File: src/core/mtu_cfg.svh
// constants of the four-channel timer unit
// assumes inclusion by the package and by every design module
`ifndef MTU_CFG_SVH
`define MTU_CFG_SVH
`define MTU_CHANNELS 4
`define MTU_CNT_W 16
`define MTU_PRE_W 4
`define MTU_DIV_W 16
`define MTU_CNT_RST 16'hFFFF
`define MTU_CDR_RST 16'hFFFF
`define MTU_PRE_RST 16'h0000
`define MTU_EDGE_FALL 2'h0
`define MTU_EDGE_RISE 2'h1
`define MTU_EDGE_BOTH 2'h2
`define MTU_WAKE_MIN_CNT 16'h0096
`define MTU_BREAK_MIN_CNT 16'h000B
`define MTU_DIV_CH 0
`define MTU_SPLIT_CH_A 1
`define MTU_SPLIT_CH_B 3
`define MTU_BYTE_W 8
`endif

File: src/core/mtu_pkg.sv
// types of the four-channel timer unit
// assumes mtu_cfg.svh alongside for the numeric constants
`include "mtu_cfg.svh"
package mtu_pkg;
   // channel operating modes
   typedef enum logic [3:0] {
      MTU_INTERVAL,
      MTU_SQUARE,
      MTU_EVENT,
      MTU_DIVIDER,
      MTU_PULSE_INT,
      MTU_WIDTH,
      MTU_DELAY,
      MTU_OS_MASTER,
      MTU_OS_SLAVE,
      MTU_PWM_MASTER,
      MTU_PWM_SLAVE
   } mtu_mode_e;
   // receive line measurement states
   typedef enum logic [2:0] {
      MTU_LIN_IDLE,
      MTU_LIN_WAKE_LOW,
      MTU_LIN_WAIT_BREAK,
      MTU_LIN_BREAK_LOW,
      MTU_LIN_SYNC_WAIT,
      MTU_LIN_SYNC_LOW,
      MTU_LIN_SYNC_HIGH
   } mtu_lin_e;
   // valid edge selection code
   typedef logic [1:0] mtu_edge_t;
endpackage

File: src/core/mtu_prescale.sv
// prescaler: free divider giving two selectable count enables
// assumes one clock, selects held steady by the user
`timescale 1ns/1ps
`default_nettype none
`include "mtu_cfg.svh"
module mtu_prescale #(
   parameter int PRE_W = `MTU_PRE_W,
   parameter int DIV_W = `MTU_DIV_W
) (
   input wire logic ref_clk, // unit clock
   input wire logic rstn, // async reset, low active
   input wire logic [PRE_W-1:0] pre_sel0, // log2 of divide for tick0
   input wire logic [PRE_W-1:0] pre_sel1, // log2 of divide for tick1
   output logic tick0, // enable pulse, rate 0
   output logic tick1 // enable pulse, rate 1
);
   logic [DIV_W-1:0] div; // free running divider
   logic [DIV_W-1:0] next_div; // divider next
   logic next_tick0; // tick0 next
   logic next_tick1; // tick1 next

   // low bits all ones once per 2**sel clocks
   function automatic logic tick_hit(input logic [DIV_W-1:0] d, input logic [PRE_W-1:0] s);
      logic [DIV_W-1:0] m;
      m = DIV_W'((DIV_W'(1) << s) - DIV_W'(1));
      return (d & m) == m;
   endfunction

   // divider step and tick decode
   always_comb begin
      next_div = div + 1'b1;
      next_tick0 = tick_hit(div, pre_sel0);
      next_tick1 = tick_hit(div, pre_sel1);
   end

   // register divider and ticks
   always_ff @(posedge ref_clk or negedge rstn) begin
      if (!rstn) begin
         div <= `MTU_PRE_RST;
         tick0 <= 1'b0;
         tick1 <= 1'b0;
      end else begin
         div <= next_div;
         tick0 <= next_tick0;
         tick1 <= next_tick1;
      end
   end
endmodule // mtu_prescale
`default_nettype wire

File: src/core/mtu_lin.sv
// receive line measurement: wake-up, break and sync field widths
// assumes rx_line synchronous to ref_clk, tick from the prescaler
`timescale 1ns/1ps
`default_nettype none
`include "mtu_cfg.svh"
module mtu_lin #(
   parameter int CW = `MTU_CNT_W,
   parameter logic [CW-1:0] WAKE_MIN = `MTU_WAKE_MIN_CNT,
   parameter logic [CW-1:0] BREAK_MIN = `MTU_BREAK_MIN_CNT
) (
   input wire logic ref_clk, // unit clock
   input wire logic rstn, // async reset, low active
   input wire logic lin_en, // measurement enable
   input wire logic tick, // width count enable
   input wire logic rx_line, // serial receive line
   output logic wake_det, // pulse: wake-up seen
   output logic break_det, // pulse: break field seen
   output logic sync_done, // pulse: sync widths captured
   output logic [CW-1:0] sync_low, // sync start-bit low width
   output logic [CW-1:0] sync_high, // sync first high width
   output logic ext_irq // pulse: first falling edge
);
   import mtu_pkg::*;
   mtu_lin_e state, next_state; // sequence state
   logic [CW-1:0] width, next_width; // width counter
   logic rx_q; // previous line level
   logic next_wake, next_break, next_done, next_ext; // pulse nexts
   logic [CW-1:0] next_sync_low, next_sync_high; // capture nexts
   logic fall, rise; // line edges

   // sequence through wake-up, break and sync
   always_comb begin
      fall = rx_q & ~rx_line;
      rise = ~rx_q & rx_line;
      next_state = state;
      next_width = (tick && width != '1) ? width + 1'b1 : width;
      next_wake = 1'b0;
      next_break = 1'b0;
      next_done = 1'b0;
      next_ext = 1'b0;
      next_sync_low = sync_low;
      next_sync_high = sync_high;
      if (!lin_en) begin
         next_state = MTU_LIN_IDLE;
      end else begin
         unique case (state)
            MTU_LIN_IDLE: if (fall) begin
               next_ext = 1'b1;
               next_width = '0;
               next_state = MTU_LIN_WAKE_LOW;
            end
            MTU_LIN_WAKE_LOW: if (rise) begin
               next_wake = (width >= WAKE_MIN);
               next_state = (width >= WAKE_MIN) ? MTU_LIN_WAIT_BREAK : MTU_LIN_IDLE;
            end
            MTU_LIN_WAIT_BREAK: if (fall) begin
               next_width = '0;
               next_state = MTU_LIN_BREAK_LOW;
            end
            MTU_LIN_BREAK_LOW: if (rise) begin
               next_break = (width >= BREAK_MIN);
               next_state = (width >= BREAK_MIN) ? MTU_LIN_SYNC_WAIT : MTU_LIN_WAIT_BREAK;
            end
            MTU_LIN_SYNC_WAIT: if (fall) begin
               next_width = '0;
               next_state = MTU_LIN_SYNC_LOW;
            end
            MTU_LIN_SYNC_LOW: if (rise) begin
               next_sync_low = width;
               next_width = '0;
               next_state = MTU_LIN_SYNC_HIGH;
            end
            MTU_LIN_SYNC_HIGH: if (fall) begin
               next_sync_high = width;
               next_done = 1'b1;
               next_state = MTU_LIN_WAIT_BREAK;
            end
         endcase
      end
   end

   // register sequence state
   always_ff @(posedge ref_clk or negedge rstn) begin
      if (!rstn) begin
         state <= MTU_LIN_IDLE;
         width <= '0;
         rx_q <= 1'b1;
         wake_det <= 1'b0;
         break_det <= 1'b0;
         sync_done <= 1'b0;
         ext_irq <= 1'b0;
         sync_low <= '0;
         sync_high <= '0;
      end else begin
         state <= next_state;
         width <= next_width;
         rx_q <= rx_line;
         wake_det <= next_wake;
         break_det <= next_break;
         sync_done <= next_done;
         ext_irq <= next_ext;
         sync_low <= next_sync_low;
         sync_high <= next_sync_high;
      end
   end
endmodule // mtu_lin
`default_nettype wire

File: src/core/mtu_top.sv
// four-channel 16-bit timer unit with receive line measurement
// assumes pins synchronous to ref_clk, configuration from plain ports
//
// Overview of operation
// - four independent or linked 16-bit channels
// - interval mode: periodic channel interrupt
// - square mode: toggle output per interrupt
// - event mode: interrupt after counted edges
// - divider mode on channel zero only
// - pulse interval: capture count per edge
// - width mode: start one edge, capture opposite; with both edges selected, rise to next rise
// - delay mode: edge starts, interrupt after delay
// - master sets period, slaves follow it
// - one-shot: programmable delay and width
// - pwm pair: programmable period and duty
// - multiple pwm: one master, several slaves
// - channels one and three split 8-bit, in interval mode only
// - wake-up: low width at least threshold
// - break: next low width at least minimum
// - sync low and high widths captured
// - external pin interrupt on first fall
`timescale 1ns/1ps
`default_nettype none
`include "mtu_cfg.svh"
module mtu_top #(
   parameter int CH = `MTU_CHANNELS,
   parameter int CW = `MTU_CNT_W,
   parameter int PRE_W = `MTU_PRE_W,
   parameter logic [CW-1:0] WAKE_MIN = `MTU_WAKE_MIN_CNT,
   parameter logic [CW-1:0] BREAK_MIN = `MTU_BREAK_MIN_CNT
) (
   input wire logic ref_clk, // unit clock, 50 MHz
   input wire logic rstn, // async reset, low active
   input wire logic [PRE_W-1:0] pre_sel0, // prescale rate 0
   input wire logic [PRE_W-1:0] pre_sel1, // prescale rate 1
   input wire mtu_pkg::mtu_mode_e chan_mode [CH], // mode per channel
   input wire logic [CH-1:0] chan_clk_sel, // 1: use rate 1
   input wire mtu_pkg::mtu_edge_t chan_edge [CH], // valid edge select
   input wire logic [CH-1:0] chan_split, // 8-bit split request
   input wire logic [CH-1:0] chan_start, // start pulse
   input wire logic [CH-1:0] chan_stop, // stop pulse
   input wire logic [CH-1:0] cdr_we, // data register write
   input wire logic [CW-1:0] cdr_wdata, // data register value
   input wire logic [CH-1:0] channel_input_pin, // bit 0 is chan_zero_input_pin
   input wire logic lin_en, // receive measurement enable
   input wire logic lin_rx_line, // serial receive line
   output logic [CH-1:0] channel_irq, // channel interrupt pulses
   output logic [CH-1:0] split_hi_irq, // upper 8-bit interrupt pulses
   output logic [CH-1:0] channel_output_pin, // bit 0 is chan_zero_output_pin
   output logic [CH-1:0] chan_running, // channel started
   output logic [CW-1:0] cdr_rdata [CH], // data registers
   output logic external_pin_irq_zero, // first falling edge pulse
   output logic lin_wake_det, // wake-up pulse
   output logic lin_break_det, // break pulse
   output logic lin_sync_done, // sync captured pulse
   output logic [CW-1:0] lin_sync_low, // sync low width
   output logic [CW-1:0] lin_sync_high // sync high width
);
   import mtu_pkg::*;
   localparam int BW = `MTU_BYTE_W;

   logic tick0, tick1; // prescaled enables
   logic [CW-1:0] cnt [CH]; // channel counters
   logic [CW-1:0] next_cnt [CH]; // counter nexts
   logic [CW-1:0] next_cdr [CH]; // data register nexts
   logic [CH-1:0] arm, next_arm; // measurement or one-shot armed
   logic [CH-1:0] next_run; // running nexts
   logic [CH-1:0] next_out; // output pin nexts
   logic [CH-1:0] next_irq, next_hi; // interrupt nexts
   logic [CH-1:0] pin_q; // previous pin levels
   logic [CH-1:0] tick; // enable per channel
   logic [CH-1:0] hit; // valid edge per channel
   logic [CH-1:0] fire; // master period or delay end
   logic [CH-1:0] mfire; // event of own master
   logic have_m; // a master seen below
   int last_m; // index of latest master

   // valid edge decode
   function automatic logic edge_hit(input logic p, input logic c, input mtu_edge_t s);
      unique case (s)
         `MTU_EDGE_FALL: return p & ~c;
         `MTU_EDGE_RISE: return ~p & c;
         `MTU_EDGE_BOTH: return p ^ c;
         default: return 1'b0;
      endcase
   endfunction

   // opposite edge for width capture
   function automatic mtu_edge_t edge_flip(input mtu_edge_t s);
      return (s == `MTU_EDGE_RISE) ? `MTU_EDGE_FALL : `MTU_EDGE_RISE;
   endfunction

   // master modes set the base timing
   function automatic logic is_master(input mtu_mode_e m);
      return (m == MTU_OS_MASTER) || (m == MTU_PWM_MASTER);
   endfunction

   // split allowed on two channels only
   function automatic logic can_split(input int i);
      return (i == `MTU_SPLIT_CH_A) || (i == `MTU_SPLIT_CH_B);
   endfunction

   // count enable source
   mtu_prescale #(
      .PRE_W(PRE_W)
   ) u_pre (
      .ref_clk(ref_clk),
      .rstn(rstn),
      .pre_sel0(pre_sel0),
      .pre_sel1(pre_sel1),
      .tick0(tick0),
      .tick1(tick1)
   );

   // receive line measurement on rate 0
   mtu_lin #(
      .CW(CW),
      .WAKE_MIN(WAKE_MIN),
      .BREAK_MIN(BREAK_MIN)
   ) u_lin (
      .ref_clk(ref_clk),
      .rstn(rstn),
      .lin_en(lin_en),
      .tick(tick0),
      .rx_line(lin_rx_line),
      .wake_det(lin_wake_det),
      .break_det(lin_break_det),
      .sync_done(lin_sync_done),
      .sync_low(lin_sync_low),
      .sync_high(lin_sync_high),
      .ext_irq(external_pin_irq_zero)
   );

   // channel next state
   always_comb begin
      have_m = 1'b0;
      last_m = 0;
      // enables, edges and master events first
      for (int i = 0; i < CH; i++) begin
         tick[i] = chan_clk_sel[i] ? tick1 : tick0;
         hit[i] = edge_hit(pin_q[i], channel_input_pin[i], chan_edge[i]);
         fire[i] = chan_running[i] && tick[i] && cnt[i] == '0 &&
                   (chan_mode[i] == MTU_PWM_MASTER ||
                    (chan_mode[i] == MTU_OS_MASTER && arm[i]));
      end
      for (int i = 0; i < CH; i++) begin
         mfire[i] = have_m && fire[last_m];
         if (is_master(chan_mode[i])) begin
            have_m = 1'b1;
            last_m = i;
         end
      end
      for (int i = 0; i < CH; i++) begin
         next_cnt[i] = cnt[i];
         next_cdr[i] = cdr_we[i] ? cdr_wdata : cdr_rdata[i];
         next_arm[i] = arm[i];
         next_run[i] = chan_running[i];
         next_out[i] = channel_output_pin[i];
         next_irq[i] = 1'b0;
         next_hi[i] = 1'b0;
         if (chan_start[i]) begin
            // start wins over stop; capture modes count up from zero
            next_run[i] = 1'b1;
            next_arm[i] = 1'b0;
            next_out[i] = 1'b0;
            next_cnt[i] = (chan_mode[i] == MTU_PULSE_INT || chan_mode[i] == MTU_WIDTH)
                          ? '0 : cdr_rdata[i];
         end else if (chan_stop[i]) begin
            next_run[i] = 1'b0;
            next_arm[i] = 1'b0;
         end else if (chan_running[i]) begin
            unique case (chan_mode[i])
               MTU_INTERVAL, MTU_SQUARE, MTU_PWM_MASTER: begin
                  if (can_split(i) && chan_split[i] && chan_mode[i] == MTU_INTERVAL) begin
                     if (tick[i]) begin
                        next_cnt[i][BW-1:0] = (cnt[i][BW-1:0] == '0) ?
                           cdr_rdata[i][BW-1:0] : cnt[i][BW-1:0] - 1'b1;
                        next_cnt[i][CW-1:BW] = (cnt[i][CW-1:BW] == '0) ?
                           cdr_rdata[i][CW-1:BW] : cnt[i][CW-1:BW] - 1'b1;
                        next_irq[i] = (cnt[i][BW-1:0] == '0);
                        next_hi[i] = (cnt[i][CW-1:BW] == '0);
                     end
                  end else if (tick[i]) begin
                     if (cnt[i] == '0) begin
                        next_cnt[i] = cdr_rdata[i];
                        next_irq[i] = 1'b1;
                        if (chan_mode[i] == MTU_SQUARE)
                           next_out[i] = ~channel_output_pin[i];
                     end else begin
                        next_cnt[i] = cnt[i] - 1'b1;
                     end
                  end
               end
               MTU_EVENT, MTU_DIVIDER: begin
                  if (hit[i] && (chan_mode[i] == MTU_EVENT || i == `MTU_DIV_CH)) begin
                     if (cnt[i] == '0) begin
                        next_cnt[i] = cdr_rdata[i];
                        next_irq[i] = 1'b1;
                        if (chan_mode[i] == MTU_DIVIDER)
                           next_out[i] = ~channel_output_pin[i];
                     end else begin
                        next_cnt[i] = cnt[i] - 1'b1;
                     end
                  end
               end
               MTU_PULSE_INT: begin
                  if (hit[i]) begin
                     next_cdr[i] = cnt[i];
                     next_irq[i] = 1'b1;
                     next_cnt[i] = '0;
                  end else if (tick[i] && cnt[i] != '1) begin
                     next_cnt[i] = cnt[i] + 1'b1;
                  end
               end
               MTU_WIDTH: begin
                  if (arm[i]) begin
                     if (edge_hit(pin_q[i], channel_input_pin[i], edge_flip(chan_edge[i]))) begin
                        next_cdr[i] = cnt[i];
                        next_irq[i] = 1'b1;
                        next_arm[i] = 1'b0;
                     end else if (tick[i] && cnt[i] != '1) begin
                        next_cnt[i] = cnt[i] + 1'b1;
                     end
                  end else if (edge_hit(pin_q[i], channel_input_pin[i],
                                        (chan_edge[i] == `MTU_EDGE_FALL) ?
                                        `MTU_EDGE_FALL : `MTU_EDGE_RISE)) begin
                     next_arm[i] = 1'b1;
                     next_cnt[i] = '0;
                  end
               end
               MTU_DELAY, MTU_OS_MASTER: begin
                  if (arm[i]) begin
                     if (tick[i]) begin
                        if (cnt[i] == '0) begin
                           next_irq[i] = 1'b1;
                           next_arm[i] = 1'b0;
                        end else begin
                           next_cnt[i] = cnt[i] - 1'b1;
                        end
                     end
                  end else if (hit[i]) begin
                     next_arm[i] = 1'b1;
                     next_cnt[i] = cdr_rdata[i];
                  end
               end
               MTU_OS_SLAVE, MTU_PWM_SLAVE: begin
                  if (mfire[i]) begin
                     next_cnt[i] = cdr_rdata[i];
                     next_out[i] = (cdr_rdata[i] != '0);
                     next_arm[i] = (cdr_rdata[i] != '0);
                  end else if (arm[i] && tick[i]) begin
                     if (cnt[i] <= CW'(1)) begin
                        next_out[i] = 1'b0;
                        next_irq[i] = 1'b1;
                        next_arm[i] = 1'b0;
                        next_cnt[i] = '0;
                     end else begin
                        next_cnt[i] = cnt[i] - 1'b1;
                     end
                  end
               end
            endcase
         end
         // masters report their own event
         if (fire[i] && is_master(chan_mode[i]))
            next_irq[i] = 1'b1;
      end
   end

   always_ff @(posedge ref_clk or negedge rstn) begin
      if (!rstn) begin
         for (int i = 0; i < CH; i++) begin
            cnt[i] <= `MTU_CNT_RST;
            cdr_rdata[i] <= `MTU_CDR_RST;
         end
         arm <= '0;
         chan_running <= '0;
         channel_output_pin <= '0;
         channel_irq <= '0;
         split_hi_irq <= '0;
         pin_q <= '0;
      end else begin
         for (int i = 0; i < CH; i++) begin
            cnt[i] <= next_cnt[i];
            cdr_rdata[i] <= next_cdr[i];
         end
         arm <= next_arm;
         chan_running <= next_run;
         channel_output_pin <= next_out;
         channel_irq <= next_irq;
         split_hi_irq <= next_hi;
         pin_q <= channel_input_pin;
      end
   end
endmodule // mtu_top
`default_nettype wire

File: config.mk
export PLATFORM = sky130hd
export DESIGN_NAME = mtu_top
export DESIGN_NICKNAME = d
export VERILOG_FILES = /design/src/core/mtu_pkg.sv /design/src/core/mtu_prescale.sv /design/src/core/mtu_lin.sv /design/src/core/mtu_top.sv
export VERILOG_INCLUDE_DIRS = /design/src /design/src/core
export SDC_FILE = /design/constraint.sdc
export NUM_CORES = 1
export LEC_CHECK = 0
export ABC_AREA = 1
export CAP_MARGIN = 40
export CORE_MARGIN = 2
export CORE_UTILIZATION = 66
export CTS_BUF_LIST = sky130_fd_sc_hd__clkbuf_2
export CTS_CLUSTER_SIZE = 24
export DETAILED_ROUTE_END_ITERATION = 7
export DONT_BUFFER_PORTS = 1
export MAX_ROUTING_LAYER = met4
export PLACE_DENSITY = 0.8
export SLEW_MARGIN = 15
export SYNTH_ARGS = -nofsm -noshare
export SYNTH_HDL_FRONTEND = slang
export SYNTH_SLANG_ARGS = --single-unit
File: constraint.sdc
create_clock -name ref_clk -period 6.8 [get_ports ref_clk]
set_input_delay 1.02 -clock ref_clk [delete_from_list [all_inputs] [get_ports ref_clk]]
set_output_delay 1.02 -clock ref_clk [all_outputs]
set_load 0.05 [all_outputs]
==> run metrics <==
Synth Area in Compound Gates=20.1%; post-synthesis mux area share=0.340%; H-Tree Depth=2; first-pass detailed-route iteration total=8; drt wl/cell=19.9 µm; CP Launch Type=flop; chip width=182 µm; Slew @ Worst Pin=936 ps; Die ar.=0.0332 mm²; CP required=7830 ps; via/cell ratio=6.44; setup repair after global routing missed its margin=false; most common cell after layout, fill and taps aside=nand2_1; I/O Buffers=0; Worst Skew=148 ps; # IOs=192; adder-cell share of the synthesized area=1.97%; hold_ws=55.2 ps; Bufs on Longest Clock Path=3; #FFs+latches synth=223; gr usage total=45.6%; Max Freq=268 MHz; Final WS setup=3060 ps; hpwl dp=51,700 µm; Area contributors post-synth=dfstp_2 (16%), nand2_1 (16%), dfrtp_1 (11%); area grow syn2layout=2.78%; proportion of layout cells with a drive suffix above 1=10.8%; cell area after synthesis=0.0210 mm²; leakage=0.0102 µW; Post-synth top flop=dfstp_2; Ys Warns=0; count of cell types in the netlist=68; Synth Area in Simple Gates=35.3%; crit path capture type=flop; dpl ws=3020 ps; crit-path most repeated cell=nand2_1; Final Setup Violations=0; top-area cell type share of the netlist area=16.2%; gr ovfl total=0; worst skew pair latency=1100 ps; clock slew at reported path FFs=120 ps; Via Count=24,200; Max Cap Violations=0; DRC=4; largest net degree at the start of global routing=224; Max VDD drop=0.138 mV; setup_tns=0 ps; TritonCTS buffer count=60; violated checks=design-rule violations; Final period util=54.9%; Final min period=3740 ps; fin nets=3,413; Pwr Total=4480 µW; Largest stage delay, worst path=960 ps; starting density of the core=66.8%; largest area contributor in the netlist=dfstp_2; CP arrival=4770 ps; PD cells=208 mW/mm²; CTS tree=built; slowest library cell on the worst path=clkinv_1; Mapped Cells=3,365; Worst Path Max Fanout=27; sequential area share after synthesis=27.4%; Post-synth EDFFs=0; final WL=75,000 µm; syn_area_per_cell=6.23 µm²; worst min path class=primary input to flop; first-pass GRT wire length=118,000 µm; cells along the critical path=clkinv_1 -> o22ai_2 -> inv_1 -> a211oi_1 -> nor2_1 -> nand2_1 -> nand2_1 -> a21boi_1; CP Class=flop to flop; final hold vios=0; main combinational cell family by area after synthesis=simple AND/OR/NAND/NOR gates; Slew Limit Fails=0; Post-Synth XOR/XNOR Area=3.76%; status=finished with violations; post_cts resized=0; core footprint=0.0314 mm²; # rows=65; Async SR Flop Fraction=100%; Clock Sinks=223; GP Congestion=1.04; Die H=182 µm; Antenna Violating Nets Remaining=0; number of global-route vias before repair=22,800; Iteration-0 DRC Markers=3,293; initial antenna violation count=5; Fillers=2,869; Root Buffer=clkbuf_2; most frequent cells in the layout=nand2_1 (885), inv_1 (380), nor2_1 (351); Setup Buffers After CTS=0; Slew HR=37.2%
[sequential cells by signal, summed over array words and instances (netlist names), 2 cells and up]
register,count
u_lin.sync_low,16
pin_q,4
cdr_rdata,64
u_lin.sync_high,16
u_lin.width,16
channel_irq,4
split_hi_irq,2
u_lin.state,3
chan_running,4
arm,4
u_pre.div,15
channel_output_pin,4
cnt,64
[power by group]
group,total [µW],switching [µW],internal (µW)
clock network,989,659,330
logic,1450,970,476
registers,2040,473,1570
total,4480,2100,2370
[timing repair]
| action | CTS | global route |
|---|---|---|
| endpoints found under the setup margin | 0 | 0 |
| hold endpoints to repair | 229 | 0 |
| hold buffers | 5 | 0 |
[worst max-delay path, delay by kind of cell (launching register included)]
| family | cells | cell delay, ps |
|---|---|---|
| DFF | 1 | 830 |
| buffers and inverters | 2 | 1340 |
| AOI/OAI and AO/OA | 3 | 1290 |
| and+or+nand+nor | 3 | 200 |
[final cells by class]
cell class	count	area, µm²	area share [%]
clock buffers	77	385	1.79
clock inverters	36	161	0.749
well taps	402	503	2.33
repair buffers	23	277	1.28
flip-flops and latches	223	5740	26.6
diodes	8	20.0	0.0929
inverters	418	1580	7.31
multi-input cells	2578	12900	59.8
[cell usage after synthesis (all sizes together) (33+ instances only)]
cell      n
nand2   906
inv     411
nor2    379
o21ai   345
nand3   248
a21oi   215
dfstp   129
dfrtp    94
xor2     83
nor3     78
clkbuf   75
buf      72
o211ai   65
nand4    53
o22ai    38
ha       33
[per-layer routing]
metal / GRT usage [%] / share of wire [%]
met1: 55.9 / 37
met5: - / 0
met3: 14.6 / 15
met2: 65.7 / 42
met4: 27.4 / 6.1
[stage by stage]
step / util, % / cell area [µm²] / instances
floorplan: - / 21000 / 3366
global placement: 66.2 / 20800 / 3631
detailed placement: 66.5 / 20900 / 3637
CTS: 68.5 / 21500 / 3755
global route: 68.7 / 21600 / 3765
finish: 68.7 / 21600 / 3765
[worst paths after layout]
check	startpoint	end	slack [ps]	cells after the start
setup / recovery	arm[3]$_DFFE_PN0P_	cnt[3]$_DFFE_PN1P_	3060	8
hold / removal	chan_start[1]	cnt[44]$_DFFE_PN1P_	60	3
setup reg to reg	arm[3]$_DFFE_PN0P_	cnt[3]$_DFFE_PN1P_	3060	8
hold reg to reg	u_pre.div[5]$_DFF_PN0_	u_pre.div[5]$_DFF_PN0_	500	1
max in group asynchronous	rstn	channel_irq[2]$_DFF_PN0_	5790	2
min in group asynchronous	rstn	cdr_rdata[31]$_DFF_PN1_	110	1
[cell families (layout without fill, tap and decap cells)]
logic type / Yosys count / count (layout)
flops: 223 / 223
xor+xnor: 90 / 90
fa+ha+maj: 33 / 33
other cells: 1 / 10
mux: 7 / 7
buf+inv: 565 / 554
simple gates: 1705 / 1705
compound gates: 741 / 741
No activity file was read; power rests on OpenSTA's default activity.
